### src/hdl/sidr_pkg.sv
// Purpose: constants and carrier types for the status, event and debug
//          register block.
// Assumes: 32-bit register data, byte offsets as printed.
// Notes:   every offset, field position and reset value is named here once.

package sidr_pkg;

	// ----------------------------------------------------------------
	// register offsets (byte addresses)
	// ----------------------------------------------------------------
	localparam logic [7:0] OFS_ENGINE_STATUS = 8'h24;
	localparam logic [7:0] OFS_RAW_EVENT = 8'h28;
	localparam logic [7:0] OFS_COMBINED_EVENT = 8'h2C;
	localparam logic [7:0] OFS_EVENT_ENABLE_MASK = 8'h30;
	localparam logic [7:0] OFS_DEBUG_SELECT = 8'h34;

	// ----------------------------------------------------------------
	// reset values
	// ----------------------------------------------------------------
	localparam logic [31:0] RST_ENGINE_STATUS = 32'h0000_0000;
	localparam logic [31:0] RST_RAW_EVENT = 32'h0000_0000;
	localparam logic [31:0] RST_COMBINED_EVENT = 32'h0000_0000;
	localparam logic [31:0] RST_EVENT_ENABLE_MASK = 32'h0000_0000;
	localparam logic [7:0] RST_DEBUG_SELECT = 8'h00;
	localparam logic [31:0] RST_READ_DATA = 32'h0000_0000;

	// ----------------------------------------------------------------
	// raw event status / clear bit positions
	// ----------------------------------------------------------------
	localparam int RAW_VIDEO_PORT1 = 6;
	localparam int RAW_VIDEO_PORT0 = 4;
	localparam int RAW_CRT_VSYNC = 3;
	localparam int RAW_PANEL_VSYNC = 1;
	localparam int RAW_CMD_INTERP = 0;
	localparam int RAW_SOURCES = 5;

	// ----------------------------------------------------------------
	// combined status and mask bit positions
	// ----------------------------------------------------------------
	localparam int CMB_GPIO54 = 30;
	localparam int CMB_PULSE_MOD = 22;
	localparam int CMB_DMA = 20;
	localparam int CMB_PCI = 19;
	localparam int CMB_CRT_VSYNC = 11;
	localparam int CMB_VIDEO_PORT1 = 4;
	localparam int CMB_DRAWING_ENGINE = 3;
	localparam int CMB_VIDEO_PORT0 = 2;
	localparam int CMB_PANEL_VSYNC = 1;
	localparam int CMB_CMD_INTERP = 0;
	localparam logic [31:0] MASK_WRITABLE = 32'h405C_081F;

	// ----------------------------------------------------------------
	// engine status bit positions
	// ----------------------------------------------------------------
	localparam int ENG_MEM2D_EMPTY = 20;
	localparam int ENG_HIF_CMD_EMPTY = 19;
	localparam int ENG_CSC_BUSY = 18;
	localparam int ENG_DMA_BUSY = 17;
	localparam int ENG_CRT_FLIP = 16;
	localparam int ENG_VIDEO_FIELD = 15;
	localparam int ENG_VIDEO_FLIP = 14;
	localparam int ENG_PANEL_FLIP = 13;
	localparam int ENG_CRT_VSYNC = 12;
	localparam int ENG_PANEL_VSYNC = 11;
	localparam int ENG_SETUP_BUSY = 2;
	localparam int ENG_CMD_EMPTY = 1;
	localparam int ENG_ENGINE_BUSY = 0;

	// ----------------------------------------------------------------
	// debug select fields and partition codes
	// ----------------------------------------------------------------
	localparam int DBG_PART_LSB = 0;
	localparam int DBG_PART_W = 5;
	localparam int DBG_MOD_LSB = 5;
	localparam int DBG_MOD_W = 3;
	localparam int DBG_W = 8;
	localparam logic [4:0] PART_HOST_INTERFACE = 5'h00;
	localparam logic [4:0] PART_PCI = 5'h02;
	localparam logic [4:0] PART_CMD_INTERP = 5'h03;
	localparam logic [4:0] PART_DISPLAY = 5'h04;
	localparam logic [4:0] PART_VIDEO_PORT = 5'h05;
	localparam logic [4:0] PART_DRAWING_ENGINE = 5'h06;
	localparam logic [4:0] PART_LOCAL_MEM_IF = 5'h08;
	localparam logic [4:0] PART_LOCAL_MEM_CTRL = 5'h1A;
	localparam logic [4:0] PART_DMA = 5'h1B;
	localparam logic [4:0] PART_SIM_TEST = 5'h1C;

	// ----------------------------------------------------------------
	// carrier types
	// ----------------------------------------------------------------
	// one-cycle pulses that latch into the raw event register
	typedef struct packed {
		logic video_port1_event;
		logic video_port0_event;
		logic crt_vsync_event;
		logic panel_vsync_event;
		logic cmd_interp_event;
	} sidr_raw_ev_t;

	// level requests held by their own units until serviced there
	typedef struct packed {
		logic gpio54_event;
		logic pulse_mod_event;
		logic dma_event;
		logic pci_event;
		logic drawing_engine_event;
	} sidr_lvl_ev_t;

	typedef struct packed {
		logic mem2d_queue_empty;
		logic hif_cmd_queue_empty;
		logic csc_busy;
		logic dma_busy;
		logic crt_flip;
		logic video_field_even;
		logic video_flip;
		logic panel_flip;
		logic crt_vsync_active;
		logic panel_vsync_active;
		logic setup_busy;
		logic cmd_queue_empty;
		logic engine_busy;
	} sidr_engine_t;

endpackage : sidr_pkg

### src/hdl/sidr_sticky_bits.sv
// Purpose: bank of sticky event bits, set by pulses, cleared by a mask.
// Assumes: set and clear are synchronous one-cycle strobes.
// Notes:   a set in the clearing cycle wins.

`timescale 1ns/1ps

module sidr_sticky_bits #(
	parameter int WIDTH = 5
) (
	input wire logic clk,
	input wire logic rst,
	input wire logic [WIDTH-1:0] set,
	input wire logic [WIDTH-1:0] clr,
	output logic [WIDTH-1:0] q
);

	logic [WIDTH-1:0] next_q;

	// ----------------------------------------------------------------
	// next state, one slice per bit
	// ----------------------------------------------------------------
	for (genvar i = 0; i < WIDTH; i++) begin : g_bit
		always_comb begin
			// losing an event is worse than a spurious re-read
			next_q[i] = set[i] | (q[i] & ~clr[i]);
		end
	end

	always_ff @(posedge clk or posedge rst) begin
		if (rst) begin
			q <= '0;
		end else begin
			q <= next_q;
		end
	end

endmodule : sidr_sticky_bits

### src/hdl/sidr_top.sv
// Purpose: status, event latching, event masking and debug select
//          registers of the host interface, with the request output.
// Assumes: registers reached over the host interface register port with
//          byte offsets; one clock; all inputs synchronous to clk.
// Notes:   reads answer one cycle after the strobe; unmapped reads give 0.
//          writes to read-only or unmapped offsets are dropped.
//          a raw event reaches the request line on its third edge.
//          engine status reads back a snapshot one cycle old.
//          debug select keeps bits 7:0; partition codes are not checked.
//          the request line is low throughout reset, whatever the polarity.
//
// Functional notes
// - raw event bits clear only where a one is written; zeros keep bits
// - raw bits: port1 at 6, port0 at 4, crt vsync 3, panel 1, cmd 0
// - a write to the raw event offset is a clear command, not a store
// - combined: gpio54 at 30, pulse mod 22, dma 20, pci 19, read-only
// - combined: crt vsync 11, port1 4, drawing 3, port0 2, panel 1, cmd 0
// - mask holds one enable per combined bit, same position, one enables
// - raw, combined and mask registers reset to zero
// - five-bit partition field picks the unit observed in debug mode
// - three-bit module field at 7:5; debug select resets to zero
// - engine status: setup busy 2, command queue empty 1, engine busy 0
// - engine status: crt vsync active at 12, panel vsync active at 11
// - engine status: crt flip 16, video flip 14, panel flip 13
// - engine status bit 15 shows field, zero odd, one even
// - engine status: 2d memory queue empty 20, host command queue 19
// - engine status: color conversion busy 18, memory dma busy 17
// - request polarity normal when invert bit zero, inverted when one

`timescale 1ns/1ps

module sidr_top
	import sidr_pkg::*;
#(
	parameter int ADDR_W = 8
) (
	input wire logic clk,
	input wire logic rst,
	input wire logic [ADDR_W-1:0] reg_addr,
	input wire logic reg_wr,
	input wire logic [31:0] reg_wdata,
	input wire logic reg_rd,
	output logic [31:0] reg_rdata,
	output logic reg_rvalid,
	input wire sidr_raw_ev_t raw_events,
	input wire sidr_lvl_ev_t level_events,
	input wire sidr_engine_t engine,
	input wire logic irq_polarity_invert,
	output logic irq,
	output logic [DBG_PART_W-1:0] debug_partition,
	output logic [DBG_MOD_W-1:0] debug_module
);

	// ----------------------------------------------------------------
	// address decode
	// ----------------------------------------------------------------
	logic hit_engine;
	logic hit_raw;
	logic hit_combined;
	logic hit_mask;
	logic hit_debug;

	always_comb begin
		hit_engine = (reg_addr == ADDR_W'(OFS_ENGINE_STATUS));
		hit_raw = (reg_addr == ADDR_W'(OFS_RAW_EVENT));
		hit_combined = (reg_addr == ADDR_W'(OFS_COMBINED_EVENT));
		hit_mask = (reg_addr == ADDR_W'(OFS_EVENT_ENABLE_MASK));
		hit_debug = (reg_addr == ADDR_W'(OFS_DEBUG_SELECT));
	end

	// ----------------------------------------------------------------
	// write strobes
	// ----------------------------------------------------------------
	logic wr_raw;
	logic wr_mask;
	logic wr_debug;

	// read-only and unmapped offsets match none of these, so drop out
	always_comb begin
		wr_raw = reg_wr && hit_raw;
		wr_mask = reg_wr && hit_mask;
		wr_debug = reg_wr && hit_debug;
	end

	// ----------------------------------------------------------------
	// raw event latch
	// ----------------------------------------------------------------
	logic [RAW_SOURCES-1:0] raw_set;
	logic [RAW_SOURCES-1:0] raw_clr;
	logic [RAW_SOURCES-1:0] raw_q;
	logic [31:0] raw_word;

	// source order inside the latch follows the struct, msb first
	always_comb begin
		raw_set = raw_events;
		raw_clr = '0;
		if (wr_raw) begin
			// only ones clear; zero bits leave the latch alone
			raw_clr[4] = reg_wdata[RAW_VIDEO_PORT1];
			raw_clr[3] = reg_wdata[RAW_VIDEO_PORT0];
			raw_clr[2] = reg_wdata[RAW_CRT_VSYNC];
			raw_clr[1] = reg_wdata[RAW_PANEL_VSYNC];
			raw_clr[0] = reg_wdata[RAW_CMD_INTERP];
		end
	end

	sidr_sticky_bits #(
		.WIDTH(RAW_SOURCES)
	) u_raw_latch (
		.clk(clk),
		.rst(rst),
		.set(raw_set),
		.clr(raw_clr),
		.q(raw_q)
	);

	always_comb begin
		raw_word = RST_RAW_EVENT;
		raw_word[RAW_VIDEO_PORT1] = raw_q[4];
		raw_word[RAW_VIDEO_PORT0] = raw_q[3];
		raw_word[RAW_CRT_VSYNC] = raw_q[2];
		raw_word[RAW_PANEL_VSYNC] = raw_q[1];
		raw_word[RAW_CMD_INTERP] = raw_q[0];
	end

	// ----------------------------------------------------------------
	// combined status and mask
	// ----------------------------------------------------------------
	logic [31:0] combined;
	logic [31:0] next_combined;
	logic [31:0] mask;
	logic [31:0] next_mask;

	always_comb begin
		next_combined = RST_COMBINED_EVENT;
		next_combined[CMB_GPIO54] = level_events.gpio54_event;
		next_combined[CMB_PULSE_MOD] = level_events.pulse_mod_event;
		next_combined[CMB_DMA] = level_events.dma_event;
		next_combined[CMB_PCI] = level_events.pci_event;
		next_combined[CMB_CRT_VSYNC] = raw_q[2];
		next_combined[CMB_VIDEO_PORT1] = raw_q[4];
		next_combined[CMB_DRAWING_ENGINE] =
			level_events.drawing_engine_event;
		next_combined[CMB_VIDEO_PORT0] = raw_q[3];
		next_combined[CMB_PANEL_VSYNC] = raw_q[1];
		next_combined[CMB_CMD_INTERP] = raw_q[0];
	end

	always_comb begin
		next_mask = mask;
		if (wr_mask) begin
			// only the combined positions and bit 18 store; bit 18 has no source, so it never enables
			next_mask = reg_wdata & MASK_WRITABLE;
		end
	end

	always_ff @(posedge clk or posedge rst) begin
		if (rst) begin
			combined <= RST_COMBINED_EVENT;
			mask <= RST_EVENT_ENABLE_MASK;
		end else begin
			combined <= next_combined;
			mask <= next_mask;
		end
	end

	// ----------------------------------------------------------------
	// request output
	// ----------------------------------------------------------------
	logic next_irq;
	logic pending;
	logic [31:0] enabled;

	// per-source gate; reserved combined bits are zero, so their slots stay low
	for (genvar i = 0; i < 32; i++) begin : g_gate
		always_comb begin
			enabled[i] = combined[i] & mask[i];
		end
	end

	always_comb begin
		pending = |enabled;
		// polarity applies after the gate so masking stays intuitive
		next_irq = pending ^ irq_polarity_invert;
	end

	always_ff @(posedge clk or posedge rst) begin
		if (rst) begin
			irq <= 1'b0;
		end else begin
			irq <= next_irq;
		end
	end

	// ----------------------------------------------------------------
	// debug select
	// ----------------------------------------------------------------
	logic [DBG_W-1:0] debug_select;
	logic [DBG_W-1:0] next_debug_select;

	always_comb begin
		next_debug_select = debug_select;
		if (wr_debug) begin
			// any code is stored; unlisted codes simply observe nothing
			next_debug_select = reg_wdata[DBG_W-1:0];
		end
	end

	always_ff @(posedge clk or posedge rst) begin
		if (rst) begin
			debug_select <= RST_DEBUG_SELECT;
			debug_partition <= RST_DEBUG_SELECT[DBG_PART_W-1:0];
			debug_module <= RST_DEBUG_SELECT[DBG_W-1:DBG_MOD_LSB];
		end else begin
			debug_select <= next_debug_select;
			debug_partition <=
				next_debug_select[DBG_PART_LSB +: DBG_PART_W];
			debug_module <=
				next_debug_select[DBG_MOD_LSB +: DBG_MOD_W];
		end
	end

	// ----------------------------------------------------------------
	// engine status snapshot
	// ----------------------------------------------------------------
	logic [31:0] engine_word;
	logic [31:0] next_engine_word;

	always_comb begin
		next_engine_word = RST_ENGINE_STATUS;
		next_engine_word[ENG_MEM2D_EMPTY] =
			engine.mem2d_queue_empty;
		next_engine_word[ENG_HIF_CMD_EMPTY] =
			engine.hif_cmd_queue_empty;
		next_engine_word[ENG_CSC_BUSY] = engine.csc_busy;
		next_engine_word[ENG_DMA_BUSY] = engine.dma_busy;
		next_engine_word[ENG_CRT_FLIP] = engine.crt_flip;
		next_engine_word[ENG_VIDEO_FIELD] =
			engine.video_field_even;
		next_engine_word[ENG_VIDEO_FLIP] = engine.video_flip;
		next_engine_word[ENG_PANEL_FLIP] = engine.panel_flip;
		next_engine_word[ENG_CRT_VSYNC] =
			engine.crt_vsync_active;
		next_engine_word[ENG_PANEL_VSYNC] =
			engine.panel_vsync_active;
		next_engine_word[ENG_SETUP_BUSY] = engine.setup_busy;
		next_engine_word[ENG_CMD_EMPTY] =
			engine.cmd_queue_empty;
		next_engine_word[ENG_ENGINE_BUSY] = engine.engine_busy;
	end

	// snapshot costs a cycle of staleness but keeps the read path short
	always_ff @(posedge clk or posedge rst) begin
		if (rst) begin
			engine_word <= RST_ENGINE_STATUS;
		end else begin
			engine_word <= next_engine_word;
		end
	end

	// ----------------------------------------------------------------
	// read path
	// ----------------------------------------------------------------
	logic [31:0] read_word;
	logic [31:0] next_rdata;
	logic next_rvalid;

	// offsets are distinct, so the chain order never decides anything
	always_comb begin
		read_word = RST_READ_DATA;
		if (hit_engine) begin
			read_word = engine_word;
		end else if (hit_raw) begin
			read_word = raw_word;
		end else if (hit_combined) begin
			read_word = combined;
		end else if (hit_mask) begin
			read_word = mask;
		end else if (hit_debug) begin
			read_word = {{(32 - DBG_W){1'b0}}, debug_select};
		end
	end

	// data is forced to zero between reads so stale words never linger
	always_comb begin
		next_rvalid = reg_rd;
		next_rdata = RST_READ_DATA;
		if (reg_rd) begin
			next_rdata = read_word;
		end
	end

	always_ff @(posedge clk or posedge rst) begin
		if (rst) begin
			reg_rdata <= RST_READ_DATA;
			reg_rvalid <= 1'b0;
		end else begin
			reg_rdata <= next_rdata;
			reg_rvalid <= next_rvalid;
		end
	end

endmodule : sidr_top

### config.mk
export PLATFORM = sky130hd
export DESIGN_NAME = sidr_top
export DESIGN_NICKNAME = d
export VERILOG_FILES = /design/src/hdl/sidr_pkg.sv /design/src/hdl/sidr_sticky_bits.sv /design/src/hdl/sidr_top.sv
export SDC_FILE = /design/constraint.sdc
export NUM_CORES = 1
export LEC_CHECK = 0
export BUFFER_PORTS_ARGS = -buffer_cell sky130_fd_sc_hd__buf_2
export CAP_MARGIN = 20
export CORE_MARGIN = 2
export CORE_UTILIZATION = 45
export DETAILED_ROUTE_END_ITERATION = 7
export PLACE_DENSITY = 0.81
export SLEW_MARGIN = 20
export SYNTH_ARGS = -nofsm -noshare
export SYNTH_HDL_FRONTEND = slang
export SYNTH_SLANG_ARGS = --single-unit
### constraint.sdc
create_clock -name clk -period 6.5 [get_ports clk]
set_clock_uncertainty 0.1 [all_clocks]
set_input_delay 1.3 -clock clk [delete_from_list [all_inputs] [get_ports clk]]
set_output_delay 1.3 -clock clk [all_outputs]
set_load 0.02 [all_outputs]
==> results.md <==
* R2r worst-path depth at 4
* Final Hold Viols at 0
* P&R area growth vs syn at 21.3%
* EDFF count, synth at 0
* Largest area contributor in the netlist: dfrtp_1
* Nets at 354
* H-tree depth at 3
* Starting utilization of the core area at 0.466
* Place WS at around 3100 ps
* FF-to-FF setup slack at 5110 ps
* Layout cells sized above 1 at 0.410
* P_leak at between 1.5 and 2 nW
* Fill count at about 500
* Postcts setup bufs at 0
* Crit Path Class: in2reg
* Comb pwr share at 0.083
* DRT antenna net count at 0
* CTS tree: yes
* Clock power frac at 0.372
* Critical path data required time at ~6700 ps
* All-Layer GR Usage at 0.184
* Max Cap Viol at 0
* Clock buffer depth at 2
* Max transition margin at 0.301
* Initial antenna violation count at 0
* Num CTS Buffers at 9
* Ys flop type: dfrtp_1
* Routed vias at between 1500 and 2000
* Clk sinks at 69
* FMAX at between 300 and 400 MHz
* Input/output buffers at between 70 and 80
* Post-DR vias/cell at roughly 5.0
* Clock latency at the later pin of the worst-skew pair at around 340 ps
* Internal power at between 0.6 and 0.7 mW
* Worst Hold Launch: u_raw_latch.q[2]$_DFF_PP0_
* Slew Viols, Final at 0
* HP Class: reg2reg
* Core area at ~6000 um2
* Fin crit share at 0.460
* Switching power at roughly 0.19 mW
* Hold Path End: combined[11]$_DFF_PP0_
* Cells after DPL at 350
* First-pass iteration count of the detailed router at 4
* CTS resizes at 0
* Count leader, synth: dfrtp_1
* Fin Hold WS at ~310 ps
* Mapped Avg Cell Area at roughly 14 um2
* Pwr/cell area at 247 nW/um2
* Post-route design area at about 3300 um2
* Largest net degree at the start of global routing at 70
* Core Rows at 28
* Die Ht at approximately 80 um
* Vias in the first global route at approximately 1800
* WL final at ~5500 um
* Fin cells at ~370
* Clk root buf: clkbuf_8
* Async S/R FF share, synth at 1.00
* Util after Layout at 0.565
* First-pass GRT wire length at approximately 9000 um
* RSZ-0062 raised after global routing: no
* Synth Instances at 203
* Post-Syn Area at around 2800 um2
* Status: complete, no violations
* CP Max Fanout at 11
* Min Tclk post-route at between 2000 and 3000 ps
* DRC violation count after routing at 0
* WL per Instance at around 15 um
* Die width at 82.3 um
* Hpwl dp at a little under 4000 um
* Number of synthesized register bits at approximately 70
* Final setup viols at 0
* Area of the multi-input gates at 936 um2
* Depth of the worst hold-timing path at 0
* Register Area at about 1700 um2
* Actual slew at the worst max-slew pin at roughly 1000 ps
* Crit. End Element: flip-flop
* Post-Place Cell Area at 3170 um2
* Crit start category: primary input
* Gpl congestion at 0.810
* DRT iter0 DRCs at between 90 and 100
* Synth cell count leaders: dfrtp_1 (69), nand2_1 (15), buf_4 (12), mux2_4 (10), mux2_2 (9)
* Grt total ovfl at 0
* Worst reg2reg path endpoint: irq$_DFF_PP0_
* Clock transition at path regs at approximately 70 ps
* IO Count at 110
* CP arrival at between 3000 and 4000 ps
* Sequential Power Share at 0.545
* Top cells by area, synth: dfrtp_1 (63%), mux2_4 (5.4%), mux2_2 (3.7%)
* Top cell type's share of synthesized area at 0.626
* DIE AREA at between 6000 and 7000 um2
* Final critical-path setup slack at approximately 3500 ps
* Switching Share at 0.228
* Post-synthesis sequential area ratio at 0.626
* Total power at between 0.8 and 0.9 mW
* Antenna Cells at 0
* Hold buffer count at cts at 0
* Setup TNS at 0 ps
* RR Startpoint: mask[1]$_DFFE_PP0P_
* Syn. warnings at 0
* Synth unique cells at 41
* Max VDD drop at approximately 0.00016 V
## layer usage
layer | up-vias | GRT usage | routed length, um
li1 | 871 | - | -
met1 | 865 | 0.234 | 2370
met2 | 88 | 0.277 | 2640
met3 | 9 | 0.0870 | 448
met4 | 0 | 0.0650 | 63
met5 | - | 0 | 0
## worst max path at each step
stage                                          to   startpoint  slack (ps)
after CTS                  reg_rdata[0]$_DFF_PP0_  reg_addr[7]        3500
after global placement     reg_rdata[0]$_DFF_PP0_  reg_addr[7]        3210
after detailed placement  reg_rdata[16]$_DFF_PP0_  reg_addr[7]        3140
final                      reg_rdata[0]$_DFF_PP0_  reg_addr[7]        3510
after global routing      reg_rdata[19]$_DFF_PP0_  reg_addr[7]        3430
after floorplan             combined[0]$_DFF_PP0_          rst        3360
## area by class of cell
type                            instances  area share
Clock buffer                           14      0.0516
Timing Repair Buffer                   80       0.120
Inverter                                2     0.00224
Multi-Input combinational cell        124       0.280
Tap cell                               75      0.0281
Clock inverter                          1     0.00150
Sequential cell                        69       0.516
## worst max-delay path, cell delays in order
cell	delay, ps
buf_2	110
or4b_1	670
nor4_2	830
a32o_1	240
## state kept, by name (all words and copies together) (netlist names), 5 cells and up
register       count
reg_rdata         20
mask              11
u_raw_latch.q      5
engine_word       13
debug_select       7
combined          10
## layout by cell type, fill, tap and decap left out, types with 4 or more instances in the layout
cell,n
conb_1,12
dfrtp_1,69
a32oi_1,4
a21o_1,5
nor3b_1,4
nor2_1,5
nor3_1,4
nand2_1,15
buf_2,79
and3_1,4
and2_1,6
clkbuf_8,12
o21ai_0,6
a22oi_1,5
mux2i_1,5
mux2_4,10
mux2_2,9
## logic make-up (layout without fill, tap and decap cells)
kind of cell           after synthesis  in the layout  share of synthesized area
AO/OA/AOI/OAI                       31             31                     0.0822
other                                1             12                    0.00136
multiplexers                        24             24                      0.109
AND/OR/NAND/NOR                     56             56                      0.128
buffers and inverters               21             97                     0.0490
flip-flops                          69             69                      0.626
XOR/XNOR                             1              1                    0.00318
## power groups by stage
stage | Combinational [mW] | Sequential (mW) | Clock, mW
final | 0.0690 | 0.450 | 0.307
after global routing | 0.0768 | 0.452 | 0.343
after CTS | 0.0700 | 0.450 | 0.320
after detailed placement | 0.0697 | 0.458 | 0
after global placement | 0.0686 | 0.458 | 0
after floorplan | 0.0400 | 0.463 | 0
Note: power is estimated with default switching activity, not from simulation.
